File: src/core/bsx_defines.svh
// Offsets, field positions, reset values and timing counts of the bit/shift/flag execution unit
`ifndef BSX_DEFINES_SVH
`define BSX_DEFINES_SVH

// ==========================================
// Flag register bit positions
`define BSX_FLAG_C 3'd0
`define BSX_FLAG_Z 3'd1
`define BSX_FLAG_N 3'd2
`define BSX_FLAG_V 3'd3
`define BSX_FLAG_S 3'd4
`define BSX_FLAG_H 3'd5
`define BSX_FLAG_T 3'd6
`define BSX_FLAG_I 3'd7

// ==========================================
// Register port offsets
`define BSX_REG_ADDR_W 2
`define BSX_OFS_FLAGS 2'h0
`define BSX_OFS_NVM_WAIT 2'h1
`define BSX_OFS_STATUS 2'h2

// ==========================================
// Reset values
`define BSX_FLAGS_RST 8'h00
`define BSX_NVM_WAIT_RST 4'h1

// ==========================================
// Timing: least extra wait of a data access through the memory controller; stall bit position in the status register
`define BSX_NVM_WAIT_MIN_CYC 4'h1
`define BSX_STATUS_STALL_BIT 0

`endif

File: src/core/bsx_pkg.sv
// Types shared by the bit/shift/flag execution unit
package bsx_pkg;

  // ==========================================
  // Operations presented by the decode stage
  typedef enum logic [4:0] {
    OP_IDLE,
    OP_LOGICAL_LEFT_SHIFT,
    OP_LOGICAL_RIGHT_SHIFT,
    OP_ROTATE_LEFT_CARRY,
    OP_ROTATE_RIGHT_CARRY,
    OP_ARITH_RIGHT_SHIFT,
    OP_NIBBLE_EXCHANGE,
    OP_IO_BIT_SET,
    OP_IO_BIT_CLEAR,
    OP_BIT_TO_TRANSFER_FLAG,
    OP_TRANSFER_FLAG_TO_BIT,
    OP_GENERIC_FLAG_SET,
    OP_GENERIC_FLAG_CLEAR,
    OP_CARRY_SET,
    OP_CARRY_CLEAR,
    OP_NEG_SET,
    OP_NEG_CLEAR,
    OP_ZERO_SET,
    OP_ZERO_CLEAR,
    OP_SIGN_SET,
    OP_SIGN_CLEAR,
    OP_OVF_SET,
    OP_OVF_CLEAR,
    OP_TFLAG_SET,
    OP_TFLAG_CLEAR,
    OP_HALF_SET,
    OP_HALF_CLEAR,
    OP_GLOBAL_IRQ_ENABLE,
    OP_GLOBAL_IRQ_DISABLE,
    OP_BREAKPOINT,
    OP_SLEEP_ENTRY,
    OP_WATCHDOG_RESTART
  } bsx_op_t;

  // ==========================================
  // Request from decode
  typedef struct packed {
    bsx_op_t opCode;
    logic [2:0] bitSel;
    logic nvmAccess;
    logic [7:0] destData;
    logic [7:0] srcData;
    logic [7:0] ioData;
  } bsx_req_t;

  // ==========================================
  // Result towards the register file and I/O space
  typedef struct packed {
    logic destWrite;
    logic [7:0] destData;
    logic ioWrite;
    logic [7:0] ioData;
  } bsx_res_t;

  // Single-cycle requests to neighbouring core logic
  typedef struct packed {
    logic watchdogRestart;
    logic breakpoint;
    logic sleepEntry;
  } bsx_ctl_t;

endpackage

File: src/core/bsx_exec_unit.sv
// Bit, shift, flag and core control execution unit
// Function
// RULE_01: Logical left shift moves bits up, zero into bit 0, old bit 7 to carry, updates Z C N V H in one cycle.
// RULE_02: Logical right shift moves bits down, zero into bit 7, old bit 0 to carry, updates Z C N V in one cycle.
// RULE_03: Rotate left through carry puts old carry in bit 0, bit 7 to carry, updates Z C N V H in one cycle.
// RULE_04: Rotate right through carry puts old carry in bit 7, bit 0 to carry, updates Z C N V in one cycle.
// RULE_05: Arithmetic right shift shifts down keeping the sign bit, updates Z C N V in one cycle.
// RULE_06: Nibble exchange swaps the two halves of the destination in one cycle with no flag change.
// RULE_07: I/O bit set and clear force one bit of the addressed location, keep the rest, touch no flag, one cycle.
// RULE_08: Bit store copies a chosen source bit into the transfer flag only, in one cycle.
// RULE_09: Bit load copies the transfer flag into a chosen destination bit in one cycle, no flag change.
// RULE_10: Generic flag set and clear write one or zero to the flag picked by the bit index, one cycle.
// RULE_11: Dedicated set and clear exist for C N Z S V T H, each touching only its own flag.
// RULE_12: Global interrupt enable and disable set or clear the interrupt flag in one cycle.
// RULE_13: The idle operation takes one cycle and changes nothing.
// RULE_14: Watchdog restart, breakpoint and sleep entry each issue a one-cycle request and change no flag.
// RULE_15: A data access through the memory controller adds at least one wait cycle, more while it is busy.
// RULE_16: For shifts and rotates Z is set on a zero result, N is result bit 7, V is N xor C.
// RULE_17: Arithmetic right shift moves old bit 0 into carry.
//
// Added by the designer: the register offsets and the plain strobed port.
`timescale 1ns/1ns
`default_nettype none
`include "bsx_defines.svh"

module bsx_exec_unit
  import bsx_pkg::*;
#(
  parameter int IoAddrW = 5,
  parameter int WaitW = 4
)
(
  // Clock and reset
  input wire logic sysClk,
  input wire logic nrst,
  // Request from decode
  input wire logic opValid,
  input wire bsx_req_t opReq,
  input wire logic [IoAddrW-1:0] ioAddr,
  output logic opReady,
  // Memory controller state
  input wire logic nvmBusy,
  // Results
  output bsx_res_t result,
  output logic [IoAddrW-1:0] ioAddrOut,
  output logic nvmDone,
  output bsx_ctl_t ctlReq,
  output logic [7:0] flags,
  // Register port
  input wire logic [`BSX_REG_ADDR_W-1:0] regAddr,
  input wire logic [7:0] regWrData,
  input wire logic regWr,
  input wire logic regRd,
  output logic [7:0] regRdData
);

  // ==========================================
  // State
  logic [7:0] flags_q;
  logic [7:0] flags_d;
  bsx_res_t result_q;
  bsx_res_t result_d;
  logic [IoAddrW-1:0] ioAddr_q;
  bsx_ctl_t ctl_q;
  bsx_ctl_t ctl_d;
  logic [WaitW-1:0] nvmWait_q;
  logic [7:0] rdData_q;
  logic take;
  logic nvmStart;
  logic nvmStall;

  // ==========================================
  // Helpers
  function automatic logic [2:0] dedicatedFlag(input bsx_op_t op);
    unique case (op)
      OP_CARRY_SET, OP_CARRY_CLEAR: dedicatedFlag = `BSX_FLAG_C;
      OP_NEG_SET, OP_NEG_CLEAR: dedicatedFlag = `BSX_FLAG_N;
      OP_ZERO_SET, OP_ZERO_CLEAR: dedicatedFlag = `BSX_FLAG_Z;
      OP_SIGN_SET, OP_SIGN_CLEAR: dedicatedFlag = `BSX_FLAG_S;
      OP_OVF_SET, OP_OVF_CLEAR: dedicatedFlag = `BSX_FLAG_V;
      OP_TFLAG_SET, OP_TFLAG_CLEAR: dedicatedFlag = `BSX_FLAG_T;
      OP_HALF_SET, OP_HALF_CLEAR: dedicatedFlag = `BSX_FLAG_H;
      default: dedicatedFlag = `BSX_FLAG_I;
    endcase
  endfunction

  function automatic logic isDedicatedSet(input bsx_op_t op);
    isDedicatedSet = (op == OP_CARRY_SET) || (op == OP_NEG_SET) || (op == OP_ZERO_SET)
      || (op == OP_SIGN_SET) || (op == OP_OVF_SET) || (op == OP_TFLAG_SET) || (op == OP_HALF_SET);
  endfunction

  function automatic logic isDedicatedClear(input bsx_op_t op);
    isDedicatedClear = (op == OP_CARRY_CLEAR) || (op == OP_NEG_CLEAR) || (op == OP_ZERO_CLEAR)
      || (op == OP_SIGN_CLEAR) || (op == OP_OVF_CLEAR) || (op == OP_TFLAG_CLEAR) || (op == OP_HALF_CLEAR);
  endfunction

  // Shift flags share one form so every shift agrees on Z N V
  function automatic logic [7:0] shiftFlags(input logic [7:0] old, input logic [7:0] res, input logic carry,
    input logic updH, input logic half);
    logic [7:0] f;
    f = old;
    f[`BSX_FLAG_C] = carry;
    f[`BSX_FLAG_Z] = (res == 8'h00); // RULE_16
    f[`BSX_FLAG_N] = res[7]; // RULE_16
    f[`BSX_FLAG_V] = res[7] ^ carry; // RULE_16
    if (updH)
      f[`BSX_FLAG_H] = half;
    shiftFlags = f;
  endfunction

  // ==========================================
  // Handshake
  // One operation a cycle; only a memory controller access holds decode off
  assign opReady = !nvmStall;
  assign take = opValid && opReady;
  assign nvmStart = take && opReq.nvmAccess;

  // ==========================================
  // Operation decode
  always_comb
  begin
    flags_d = flags_q;
    result_d = '0;
    ctl_d = '0;
    if (take && !opReq.nvmAccess)
    begin
      unique case (opReq.opCode)
        OP_IDLE:
        begin
          flags_d = flags_q; // RULE_13
        end
        OP_LOGICAL_LEFT_SHIFT:
        begin
          result_d.destWrite = 1'b1;
          result_d.destData = {opReq.destData[6:0], 1'b0}; // RULE_01
          flags_d = shiftFlags(flags_q, {opReq.destData[6:0], 1'b0}, opReq.destData[7], 1'b1,
            opReq.destData[3]); // RULE_01
        end
        OP_LOGICAL_RIGHT_SHIFT:
        begin
          result_d.destWrite = 1'b1;
          result_d.destData = {1'b0, opReq.destData[7:1]}; // RULE_02
          flags_d = shiftFlags(flags_q, {1'b0, opReq.destData[7:1]}, opReq.destData[0], 1'b0, 1'b0); // RULE_02
        end
        OP_ROTATE_LEFT_CARRY:
        begin
          result_d.destWrite = 1'b1;
          result_d.destData = {opReq.destData[6:0], flags_q[`BSX_FLAG_C]}; // RULE_03
          flags_d = shiftFlags(flags_q, {opReq.destData[6:0], flags_q[`BSX_FLAG_C]}, opReq.destData[7],
            1'b1, opReq.destData[3]); // RULE_03
        end
        OP_ROTATE_RIGHT_CARRY:
        begin
          result_d.destWrite = 1'b1;
          result_d.destData = {flags_q[`BSX_FLAG_C], opReq.destData[7:1]}; // RULE_04
          flags_d = shiftFlags(flags_q, {flags_q[`BSX_FLAG_C], opReq.destData[7:1]}, opReq.destData[0],
            1'b0, 1'b0); // RULE_04
        end
        OP_ARITH_RIGHT_SHIFT:
        begin
          result_d.destWrite = 1'b1;
          result_d.destData = {opReq.destData[7], opReq.destData[7:1]}; // RULE_05
          flags_d = shiftFlags(flags_q, {opReq.destData[7], opReq.destData[7:1]}, opReq.destData[0],
            1'b0, 1'b0); // RULE_17
        end
        OP_NIBBLE_EXCHANGE:
        begin
          result_d.destWrite = 1'b1;
          result_d.destData = {opReq.destData[3:0], opReq.destData[7:4]}; // RULE_06
        end
        OP_IO_BIT_SET:
        begin
          result_d.ioWrite = 1'b1;
          result_d.ioData = opReq.ioData | (8'h01 << opReq.bitSel); // RULE_07
        end
        OP_IO_BIT_CLEAR:
        begin
          result_d.ioWrite = 1'b1;
          result_d.ioData = opReq.ioData & ~(8'h01 << opReq.bitSel); // RULE_07
        end
        OP_BIT_TO_TRANSFER_FLAG:
        begin
          flags_d[`BSX_FLAG_T] = opReq.srcData[opReq.bitSel]; // RULE_08
        end
        OP_TRANSFER_FLAG_TO_BIT:
        begin
          result_d.destWrite = 1'b1;
          result_d.destData = opReq.destData;
          result_d.destData[opReq.bitSel] = flags_q[`BSX_FLAG_T]; // RULE_09
        end
        OP_GENERIC_FLAG_SET:
        begin
          flags_d[opReq.bitSel] = 1'b1; // RULE_10
        end
        OP_GENERIC_FLAG_CLEAR:
        begin
          flags_d[opReq.bitSel] = 1'b0; // RULE_10
        end
        OP_CARRY_SET, OP_NEG_SET, OP_ZERO_SET, OP_SIGN_SET, OP_OVF_SET, OP_TFLAG_SET, OP_HALF_SET,
        OP_CARRY_CLEAR, OP_NEG_CLEAR, OP_ZERO_CLEAR, OP_SIGN_CLEAR, OP_OVF_CLEAR, OP_TFLAG_CLEAR,
        OP_HALF_CLEAR:
        begin
          if (isDedicatedSet(opReq.opCode))
            flags_d[dedicatedFlag(opReq.opCode)] = 1'b1; // RULE_11
          else if (isDedicatedClear(opReq.opCode))
            flags_d[dedicatedFlag(opReq.opCode)] = 1'b0; // RULE_11
        end
        OP_GLOBAL_IRQ_ENABLE:
        begin
          flags_d[`BSX_FLAG_I] = 1'b1; // RULE_12
        end
        OP_GLOBAL_IRQ_DISABLE:
        begin
          flags_d[`BSX_FLAG_I] = 1'b0; // RULE_12
        end
        OP_BREAKPOINT:
        begin
          ctl_d.breakpoint = 1'b1; // RULE_14
        end
        OP_SLEEP_ENTRY:
        begin
          ctl_d.sleepEntry = 1'b1; // RULE_14
        end
        OP_WATCHDOG_RESTART:
        begin
          ctl_d.watchdogRestart = 1'b1; // RULE_14
        end
        default:
        begin
          flags_d = flags_q;
        end
      endcase
    end
  end

  // ==========================================
  // Flag register
  // A software write in the same cycle as an operation wins whole; the core never issues both
  always_ff @(posedge sysClk or negedge nrst)
  begin
    if (!nrst)
      flags_q <= `BSX_FLAGS_RST;
    else if (regWr && (regAddr == `BSX_OFS_FLAGS))
      flags_q <= regWrData;
    else
      flags_q <= flags_d;
  end

  // ==========================================
  // Results, all registered one cycle after the request is taken
  always_ff @(posedge sysClk or negedge nrst)
  begin
    if (!nrst)
    begin
      result_q <= '0;
      ioAddr_q <= '0;
    end
    else
    begin
      result_q <= result_d;
      if (take)
        ioAddr_q <= ioAddr;
    end
  end

  always_ff @(posedge sysClk or negedge nrst)
  begin
    if (!nrst)
      ctl_q <= '0;
    else
      ctl_q <= ctl_d;
  end

  // ==========================================
  // Memory controller wait
  always_ff @(posedge sysClk or negedge nrst)
  begin
    if (!nrst)
      nvmWait_q <= WaitW'(`BSX_NVM_WAIT_RST);
    else if (regWr && (regAddr == `BSX_OFS_NVM_WAIT))
      nvmWait_q <= regWrData[WaitW-1:0];
  end

  bsx_nvm_wait #(
    .CntW(WaitW)
  ) uWait (
    .sysClk(sysClk),
    .nrst(nrst),
    .start(nvmStart),
    .waitCycles(nvmWait_q),
    .ctrlBusy(nvmBusy),
    .stall(nvmStall),
    .done(nvmDone)
  ); // RULE_15

  // ==========================================
  // Register read port
  // Data stand only in the cycle after the strobe, zero otherwise
  always_ff @(posedge sysClk or negedge nrst)
  begin
    if (!nrst)
      rdData_q <= 8'h00;
    else if (regRd)
    begin
      unique case (regAddr)
        `BSX_OFS_FLAGS: rdData_q <= flags_q;
        `BSX_OFS_NVM_WAIT: rdData_q <= 8'(nvmWait_q);
        `BSX_OFS_STATUS: rdData_q <= {7'h00, nvmStall};
        default: rdData_q <= 8'h00;
      endcase
    end
    else
      rdData_q <= 8'h00;
  end

  assign result = result_q;
  assign ioAddrOut = ioAddr_q;
  assign ctlReq = ctl_q;
  assign flags = flags_q;
  assign regRdData = rdData_q;

endmodule // bsx_exec_unit
`default_nettype wire

File: src/core/bsx_nvm_wait.sv
// Extra wait cycles for data accesses routed through the memory controller
`timescale 1ns/1ns
`default_nettype none
`include "bsx_defines.svh"

module bsx_nvm_wait
  import bsx_pkg::*;
#(
  parameter int CntW = 4
)
(
  // Clock and reset
  input wire logic sysClk,
  input wire logic nrst,
  // Control
  input wire logic start,
  input wire logic [CntW-1:0] waitCycles,
  input wire logic ctrlBusy,
  // Status
  output logic stall,
  output logic done
);

  typedef enum logic {
    ST_IDLE,
    ST_WAIT
  } bsx_wait_st_t;

  bsx_wait_st_t state_q;
  logic [CntW-1:0] cnt_q;
  logic done_q;
  logic [CntW-1:0] loadCnt;

  // ==========================================
  // Never fewer than the least wait, even if software wrote zero
  assign loadCnt = (waitCycles < CntW'(`BSX_NVM_WAIT_MIN_CYC)) ? CntW'(`BSX_NVM_WAIT_MIN_CYC) : waitCycles; // RULE_15

  always_ff @(posedge sysClk or negedge nrst)
  begin
    if (!nrst)
    begin
      state_q <= ST_IDLE;
      cnt_q <= '0;
    end
    else
    begin
      unique case (state_q)
        ST_IDLE:
        begin
          if (start)
          begin
            state_q <= ST_WAIT;
            cnt_q <= loadCnt;
          end
        end
        ST_WAIT:
        begin
          if (cnt_q > CntW'(1))
            cnt_q <= cnt_q - CntW'(1);
          else if (!ctrlBusy) // RULE_15
            state_q <= ST_IDLE;
        end
      endcase
    end
  end

  always_ff @(posedge sysClk or negedge nrst)
  begin
    if (!nrst)
      done_q <= 1'b0;
    else
      done_q <= (state_q == ST_WAIT) && (cnt_q <= CntW'(1)) && !ctrlBusy;
  end

  assign stall = (state_q == ST_WAIT);
  assign done = done_q;

endmodule // bsx_nvm_wait
`default_nettype wire

File: config.mk
export PLATFORM = sky130hd
export DESIGN_NAME = bsx_exec_unit
export DESIGN_NICKNAME = d
export VERILOG_FILES = /design/src/core/bsx_pkg.sv /design/src/core/bsx_exec_unit.sv /design/src/core/bsx_nvm_wait.sv
export VERILOG_INCLUDE_DIRS = /design/src /design/src/core
export SDC_FILE = /design/constraint.sdc
export NUM_CORES = 1
export LEC_CHECK = 0
export BUFFER_PORTS_ARGS = -buffer_cell sky130_fd_sc_hd__buf_2
export CORE_AREA = 2 2 90 92
export CTS_CLUSTER_DIAMETER = 40
export DETAILED_ROUTE_END_ITERATION = 8
export DIE_AREA = 0 0 92 94
export GPL_TIMING_DRIVEN = 0
export PLACE_DENSITY = 0.76
export SYNTH_ARGS = -nofsm -noshare
export SYNTH_HDL_FRONTEND = slang
export SYNTH_SLANG_ARGS = --single-unit
File: constraint.sdc
create_clock -name sysClk -period 1.61 [get_ports sysClk]
set_input_delay 0.322 -clock sysClk [delete_from_list [all_inputs] [get_ports sysClk]]
set_output_delay 0.322 -clock sysClk [all_outputs]
set_load 0.02 [all_outputs]
==> metrics.txt, run 1 <==
critical path arrival=2230 ps; DR WL/cell=19.23 um; drt pass-1 iters=7; antenna-violating nets left=0; unique cell type count in the Yosys netlist=66; Fin. Hold Viols=0; DR vias/cell=6.160; area grow syn2layout=46.43%; H-tree depth=2; largest net degree at the start of global routing=53; ANT cells=0; nets@finish=602; Top Usage Layer GRT=met2; Multi-input gate area=2656 sq um; Synth Net Count=473; Setup CP Type=in2reg; Vert. Die Dim=94 um; total die area=8648 sq um; Final setup viols=17; Starting Density=47.65%; GR Util met3=3.692%; Post-Syn Instances=412; Worst setup EP type=flop; LEAKAGE=2.384 nW; Routed WL=12380 um; clock root cell=clkbuf_8; Ports=98; Worst Setup Start Kind=input port; Pwr Density=918.5 nW/um^2; violated checks=setup timing; layout cells sized above 1=45.94%; clock skew=11.57 ps; commonest non-fill, non-tap cell in the layout=buf_2; dpl cell area=4418 sq um; GR Util met1=36.76%; sequential area share after synthesis=35.93%; Min Hold Slack=166.8 ps; Placed Cells=606; status=finished, violations left; Longest Clk Path Bufs=2; CP required=1870 ps; count of flip-flops with a built-in enable after synthesis=0; # DRC=0; Slew headroom=26.38%; initial antenna violation count=0; FFs w/ async S/R, synth=100.0%; Power Total=4.875 mW; Max Cap Viol=0; global route overflow=0; CTS Sinks=52; Core ar.=7607 sq um; number of global-route vias before repair=3618; routability cong.=1.000; CTS tree=done; #FFs+latches synth=52; Global Route Usage Sum=27.73%; number of I/O port buffers=92; Starting DRT DRC Count=416; Die W=92 um; Final WS setup=-356.4 ps; top_reg_cell synth=dfrtp_1; CTS Buf Count=5; Clk pin slew, worst setup/hold paths=110 ps; fill count=614; Design Area, Final=5308 sq um; DP Wirelength=8411 um; routed via count=3967; Hold Crit Class=in2reg; critical-path maximum fanout=5; setup slack at placement=-848.3 ps; Std-Cell Rows=32; RSZ-0062 raised after global routing=true; Synth warnings=0; Sequential Area=1303 sq um; most frequent cells in the layout=91 x buf_2, 51 x dfrtp_1, 34 x nor2_1; first-pass GRT wire length=18720 um; worst vdd ir=0.2915 mV; max-slew violations=0; later-pin clock latency in the skew report=310 ps; Mapped Area=3625 sq um; Avg Cell Area, Syn=8.798 sq um; Tmin final=1966 ps; worst slew pin tran=1104 ps; maximum clock frequency=508.5 MHz; GR Layer Usage met2=46.57%; fin crit share=122.1%; Finished Layout Cells=644
==> power by group <==
part / internal, mW / total [mW] / switching [mW]
registers: 1.55 / 1.82 / 0.267
clock network: 0.469 / 0.929 / 0.460
logic: 0.926 / 2.12 / 1.20
==> worst max-delay path, stage by stage <==
cell and delay (ps):
buf_8 90, clkinvlp_4 150, ha_4 230, clkbuf_16 160, nor4_4 330, o31ai_4 130, o31ai_4 90, buf_6 160
nand3_2 50, a2111o_1 410, nand3_1 90
==> worst paths after layout <==
| kind | start | endpoint | slack [ps] | depth (start not counted) |
|---|---|---|---|---|
| max | opReq[29] | flags[4]$_DFFE_PN0P_ | -360 | 11 |
| min | nvmBusy | uWait.done$_DFF_PN0_ | 170 | 2 |
| max reg2reg | flags[0]$_DFFE_PN0P_ | flags[3]$_DFFE_PN0P_ | -290 | 5 |
| min reg2reg | ioAddrOut[4]$_DFFE_PN0P_ | ioAddrOut[4]$_DFFE_PN0P_ | 510 | 1 |
| max in group asynchronous | nrst | flags[5]$_DFFE_PN0P_ | 720 | 1 |
| min in group asynchronous | nrst | ctlReq[2]$_DFF_PN0_ | 200 | 1 |
==> area by class of cell <==
type                    instances  share of cell area [%]
multi-input cells             313                   50.05
inverters                      17                   1.344
clock buffers                   5                   1.297
well taps                     102                   2.405
clock inverters                 3                  0.8722
repair buffers                127                   15.11
flip-flops and latches         52                   24.54
plain buffers                  25                   4.385
==> state kept, by name, indices dropped and copies added, names as in the netlist <==
signal / cells
uWait.done: 1
ctlReq: 3
flags: 8
uWait.cnt_q: 4
regRdData: 8
result: 18
ioAddrOut: 5
uWait.stall: 1
nvmWait_q: 4
==> per-stage QoR <==
stage	setup TNS [ps]	utilization, %
finish	-2972	69.77
floorplan	-3330	-
CTS	-2973	65.15
detailed placement	-15830	58.08
global route	-4040	69.77
global placement	-15020	58.08
==> logic make-up after synthesis <==
family                     after synthesis  synth area share [%]
AOI/OAI and AO/OA                      117                 23.34
muxes                                   32                 9.320
DFF                                     52                 35.93
and+or+nand+nor                        151                 22.16
buffers and inverters                   48                 5.626
adders and majority gates                7                 2.416
xor gates and xnor gates                 5                 1.208
==> Yosys cell counts (all sizes together), types with 9 or more instances <==
library cell  number  area, sq um
inv               17        63.81
nor3              16        85.08
a31oi             11        68.82
mux2i             18        180.2
o21ai             25        128.9
nand2b            11        68.82
buf                9        57.55
mux2              14        157.7
a21oi             17        88.84
clkbuf            22        82.58
nand2             34        127.6
dfrtp             51         1276
a222oi             9        90.09
nor2              36        135.1
==> layer usage <==
metal | wire length, um | vias to the layer above | share of wire, %
met5 | 0 | - | 0
met4 | 370 | 0 | 3.0
met3 | 995 | 37 | 8.0
met2 | 5964 | 243 | 48
met1 | 5054 | 1899 | 41
li1 | - | 1788 | -
==> repair_timing <==
action	in CTS	in global routing
buffers inserted	22	13
gates cloned	1	1
resized for setup	52	63
hold buffers	0	0
endpoints found under the hold margin	0	0
pin swaps	39	21
endpoints found under the setup margin	30	30
Note: power is estimated with default switching activity, not from simulation.
==> run 2: changes to the inputs <==
CORE_AREA = 2 2 104 81   (was 2 2 90 92)
CTS_CLUSTER_DIAMETER = 60   (was 40)
DIE_AREA = 0 0 106 83   (was 0 0 92 94)
PLACE_DENSITY = 0.75   (was 0.76)
==> metrics.txt, run 2 (synthesis gave the netlist of run 1 again) <==
number of I/O port buffers=92; initial antenna violation count=0; worst slew pin tran=1152 ps; fill count=634; Vert. Die Dim=83 um; ANT cells=0; P_int=2.973 mW; logic gate share of total power=42.5%; Core ar.=7742 sq um; max-slew violations=0; critical-path maximum fanout=4; Fin. Hold Viols=0; Die W=106 um; Tmin final=1998 ps; Max Cap Viol=0; global route overflow=0; NetSw=1.894 mW; RSZ-0062 raised after global routing=true; critical path arrival=2190 ps; Global Route Usage Sum=27.29%; Std-Cell Rows=28; Slew headroom=23.20%; drt pass-1 iters=5; CTS Sinks=52; Design Area, Final=5233 sq um; DR vias/cell=6.054; Worst Setup Start Kind=input port; commonest non-fill, non-tap cell in the layout=buf_2; Hold Crit Class=in2reg; total die area=8798 sq um; clock root cell=clkbuf_8; switching share of total power=38.92%; area grow syn2layout=44.36%; Routed WL=12440 um; most frequent cells in the layout=93 x buf_2, 51 x dfrtp_1, 34 x nor2_1; violated checks=setup timing; DP Wirelength=8816 um; CTS tree=done; Flop pwr share=37.5%; Power Total=4.867 mW; antenna-violating nets left=0; Ports=98; Worst setup EP type=flop; DR WL/cell=19.23 um; status=finished, violations left; # DRC=0; Final WS setup=-388.2 ps; Starting DRT DRC Count=402; Clk pin slew, worst setup/hold paths=100 ps; later-pin clock latency in the skew report=310 ps; Pwr Density=930.1 nW/um^2; Placed Cells=609; Longest Clk Path Bufs=2; dpl cell area=4422 sq um; layout cells sized above 1=45.20%; Setup CP Type=in2reg; CP required=1800 ps; fin crit share=124.1%; number of global-route vias before repair=3805; nets@finish=602; Finished Layout Cells=647; LEAKAGE=2.368 nW; clock skew=5.978 ps; max reg flops=18; largest net degree at the start of global routing=53; maximum clock frequency=500.4 MHz; routability cong.=0.9611; CTS Buf Count=5; Final setup viols=13; first-pass GRT wire length=19240 um; routed via count=3917; H-tree depth=2; worst vdd ir=0.8530 mV; Post-CTS Hold Buffers=0; clock share of power=20.0%; Starting Density=46.82%; Final Util=67.58%
==> run 2: critical path: stages <==
cell	delay [ps]
buf_8	90
clkinvlp_4	150
ha_4	300
clkbuf_16	160
buf_12	120
or3_4	340
o31ai_4	90
a31oi_2	170
a2111oi_4	330
o32ai_2	110
==> run 2: power by group through the flow <==
stage	clock, mW	sequential, mW	combinational [mW]
after global placement	0	1.80	1.73
after CTS	0.976	1.82	1.91
after detailed placement	0	1.81	1.77
after floorplan	0	1.95	1.03
final	0.974	1.82	2.07
after global routing	1.04	1.85	2.23
==> run 2: what timing repair did <==
| action | CTS | global route |
|---|---|---|
| gates resized for setup | 68 | 39 |
| buffers inserted | 20 | 14 |
| gates cloned | 0 | 1 |
| pin swaps | 38 | 16 |
| setup endpoints to repair | 29 | 28 |
==> run 2: metal layers <==
| metal | vias up | global-route usage (%) | share of wire (%) |
|---|---|---|---|
| li1 | 1786 | - | - |
| met1 | 1844 | 37.59 | 42 |
| met2 | 244 | 43.81 | 45 |
| met4 | 0 | 10.29 | 3.4 |
| met3 | 43 | 3.689 | 9.3 |
| met5 | - | 0 | 0 |
==> run 2: layout make-up <==
type,instances,area (sq um),share of cell area (%)
multi-input combinational,313,2577,49.26
sequential,52,1303,24.89
timing repair buffer,125,779.5,14.90
buffer,27,249.0,4.758
tap,105,131.4,2.511
clock buffer,6,82.58,1.578
inverter,17,71.32,1.363
clock inverter,2,38.79,0.7413
==> run 2: worst paths after layout <==
kind                                                from                  endpoint  slack, ps  cells after the start
worst max-delay path                           opReq[29]      flags[6]$_DFFE_PN0P_       -390                     10
worst min-delay path                             nvmBusy      uWait.done$_DFF_PN0_        180                      2
worst max register to register     uWait.stall$_DFF_PN0_      flags[7]$_DFFE_PN0P_       -230                      6
worst min register to register  ioAddrOut[2]$_DFFE_PN0P_  ioAddrOut[2]$_DFFE_PN0P_        520                      1
max in group asynchronous                           nrst      flags[7]$_DFFE_PN0P_        680                      1
min in group asynchronous                           nrst       result[0]$_DFF_PN0_        240                      1
==> run 2: metrics by stage <==
stage               TNS (ps)  setup WS, ps  hold slack (ps)
global placement      -14880        -926.6            487.3
floorplan              -3330        -404.3            26.41
detailed placement    -15640        -899.8            495.1
finish                 -2943        -388.2            176.5
global route           -4038        -479.0            166.3
CTS                    -2599        -316.2            171.6
==> run 3: changes to the inputs <==
REMOVE_ABC_BUFFERS = 1   (was default)
==> metrics.txt, run 3 (synthesis gave the netlist of run 1 again) <==
min-delay src=nvmBusy; largest net degree at the start of global routing=53; Ports=98; Final setup viols=17; max reg flops=18; status=finished, violations left; DR vias/cell=6.115; critical path arrival=2070 ps; violated checks=setup timing; DP Wirelength=7719 um; area grow syn2layout=39.11%; Hold Crit Class=in2reg; later-pin clock latency in the skew report=310 ps; CP bufs+invs=3; slowest cell on the critical path=a222oi_1; Critical R2R Capture=flags[5]$_DFFE_PN0P_; logic gate share of total power=41.3%; Die W=106 um; Reg2Reg Setup Slack=-100 ps; fin crit share=116.2%; Reg2Reg Depth=5; Starting DRT DRC Count=558; Vert. Die Dim=83 um; Final WS setup=-260.6 ps; critical-path maximum fanout=6; max-slew violations=0; Clk pin slew, worst setup/hold paths=100 ps; global route overflow=0; worst hold endpoint=uWait.done$_DFF_PN0_; Global Route Usage Sum=26.73%; antenna-violating nets left=0; P_int=2.895 mW; Slew headroom=23.34%; layout cells sized above 1=40.91%; LEAKAGE=2.312 nW; Flop pwr share=39.3%; clock skew=7.689 ps; ANT cells=0; Fin. Hold Viols=0; Post-CTS Hold Buffers=0; clock root cell=clkbuf_8; worst hold stages=2; first-pass GRT wire length=18800 um; Routed WL=12070 um; switching share of total power=39.18%; Longest Clk Path Bufs=2; CTS tree=done; maximum clock frequency=534.6 MHz; most frequent cells in the layout=92 x buf_2, 49 x dfrtp_1, 35 x nor2_1; total die area=8798 sq um; Worst setup EP type=flop; family with the most delay on the worst path=compound AO/OA/AOI/OAI gates; Critical Path Stages=10; NetSw=1.865 mW; CTS Sinks=52; peak per-stage delay on the critical path=390 ps; Min Hold Slack=168.0 ps; number of I/O port buffers=97; CP startpoint=opReq[29]; CP required=1810 ps; Worst Setup Start Kind=input port; DR WL/cell=19.07 um; cells along the critical path=buf_12, inv_8, ha_4, buf_6, nor4bb_1, a32oi_1, o22ai_1, a221o_1, a222oi_1, nand2_1; commonest non-fill, non-tap cell in the layout=buf_2; Sequential Area=1305 sq um; routability cong.=0.9222; # DRC=0; Multi-input gate area=2500 sq um; Setup CP Type=in2reg; drt pass-1 iters=7; routed via count=3871; setup slack at placement=-1819 ps; Std-Cell Rows=28; RSZ-0062 raised after global routing=true; Starting Density=46.82%; worst vdd ir=0.5447 mV; Max Cap Viol=0; Tmin final=1871 ps; number of global-route vias before repair=3701; CTS Buf Count=5; clock share of power=19.4%; fill count=667; Pwr Density=943.8 nW/um^2; Core ar.=7742 sq um; RR Startpoint=uWait.stall$_DFF_PN0_; worst slew pin tran=1150 ps; initial antenna violation count=0; nets@finish=588; H-tree depth=2
==> run 3: cell count changes in the layout (fill, tap and decap cells not counted), moves of 3 or more <==
cell and change:
nor3b_4 -3, clkbuf_2 -5, buf_4 +4, a21oi_1 +5, buf_8 -3, nand2_2 -6, a21oi_2 -5, nand2_1 +5
clkbuf_1 -3, clkbuf_8 -3, nor3b_2 +3
==> run 3: worst max path at each step <==
stage,end
6_report,flags[1]$_DFFE_PN0P_
5_1_grt,flags[1]$_DFFE_PN0P_
4_1_cts,flags[1]$_DFFE_PN0P_
3_5_place_dp,flags[1]$_DFFE_PN0P_
3_3_place_gp,flags[1]$_DFFE_PN0P_
2_1_floorplan,flags[1]$_DFFE_PN0P_
==> run 3: cell type report <==
| cell class | count | share of cell area, % |
|---|---|---|
| Multi-Input combinational cell | 312 | 49.58 |
| Sequential cell | 52 | 25.88 |
| Timing Repair Buffer | 139 | 18.16 |
| Tap cell | 105 | 2.605 |
| Inverter | 17 | 1.563 |
| Clock buffer | 6 | 1.439 |
| Clock inverter | 2 | 0.7692 |
==> run 3: repair_timing <==
action                                  CTS  global route
buffers inserted                         38             4
endpoints found under the setup margin   33            28
pin swaps                                29            18
gates resized for setup                  91            24
==> run 3: metal layers <==
| layer | vias to the layer above | wire, um | global-route usage (%) |
|---|---|---|---|
| li1 | 1760 | - | - |
| met1 | 1834 | 5101 | 37.36 |
| met2 | 234 | 5512 | 41.52 |
| met3 | 43 | 1162 | 5.024 |
| met4 | 0 | 295 | 9.450 |
| met5 | - | 0 | 0 |
==> run 3: stage by stage <==
stage	TNS [ps]	cells	cell area [sq um]	utilization (%)	total power, mW
after global routing	-2762	633	5042	65.13	5.027
after detailed placement	-28070	583	4101	52.97	3.460
after global placement	-26160	583	4101	52.97	3.415
after floorplan	-9054	381	3485	-	2.846
final	-2149	633	5042	65.13	4.759
after CTS	-702.8	629	4888	63.14	4.642
==> run 3: power groups by stage <==
stage	clock, mW	combinational (mW)	sequential, mW
2_1_floorplan	0	0.859	1.99
4_1_cts	0.947	1.84	1.85
5_1_grt	0.994	2.12	1.91
3_3_place_gp	0	1.55	1.86
3_5_place_dp	0	1.59	1.87
6_report	0.925	1.97	1.87
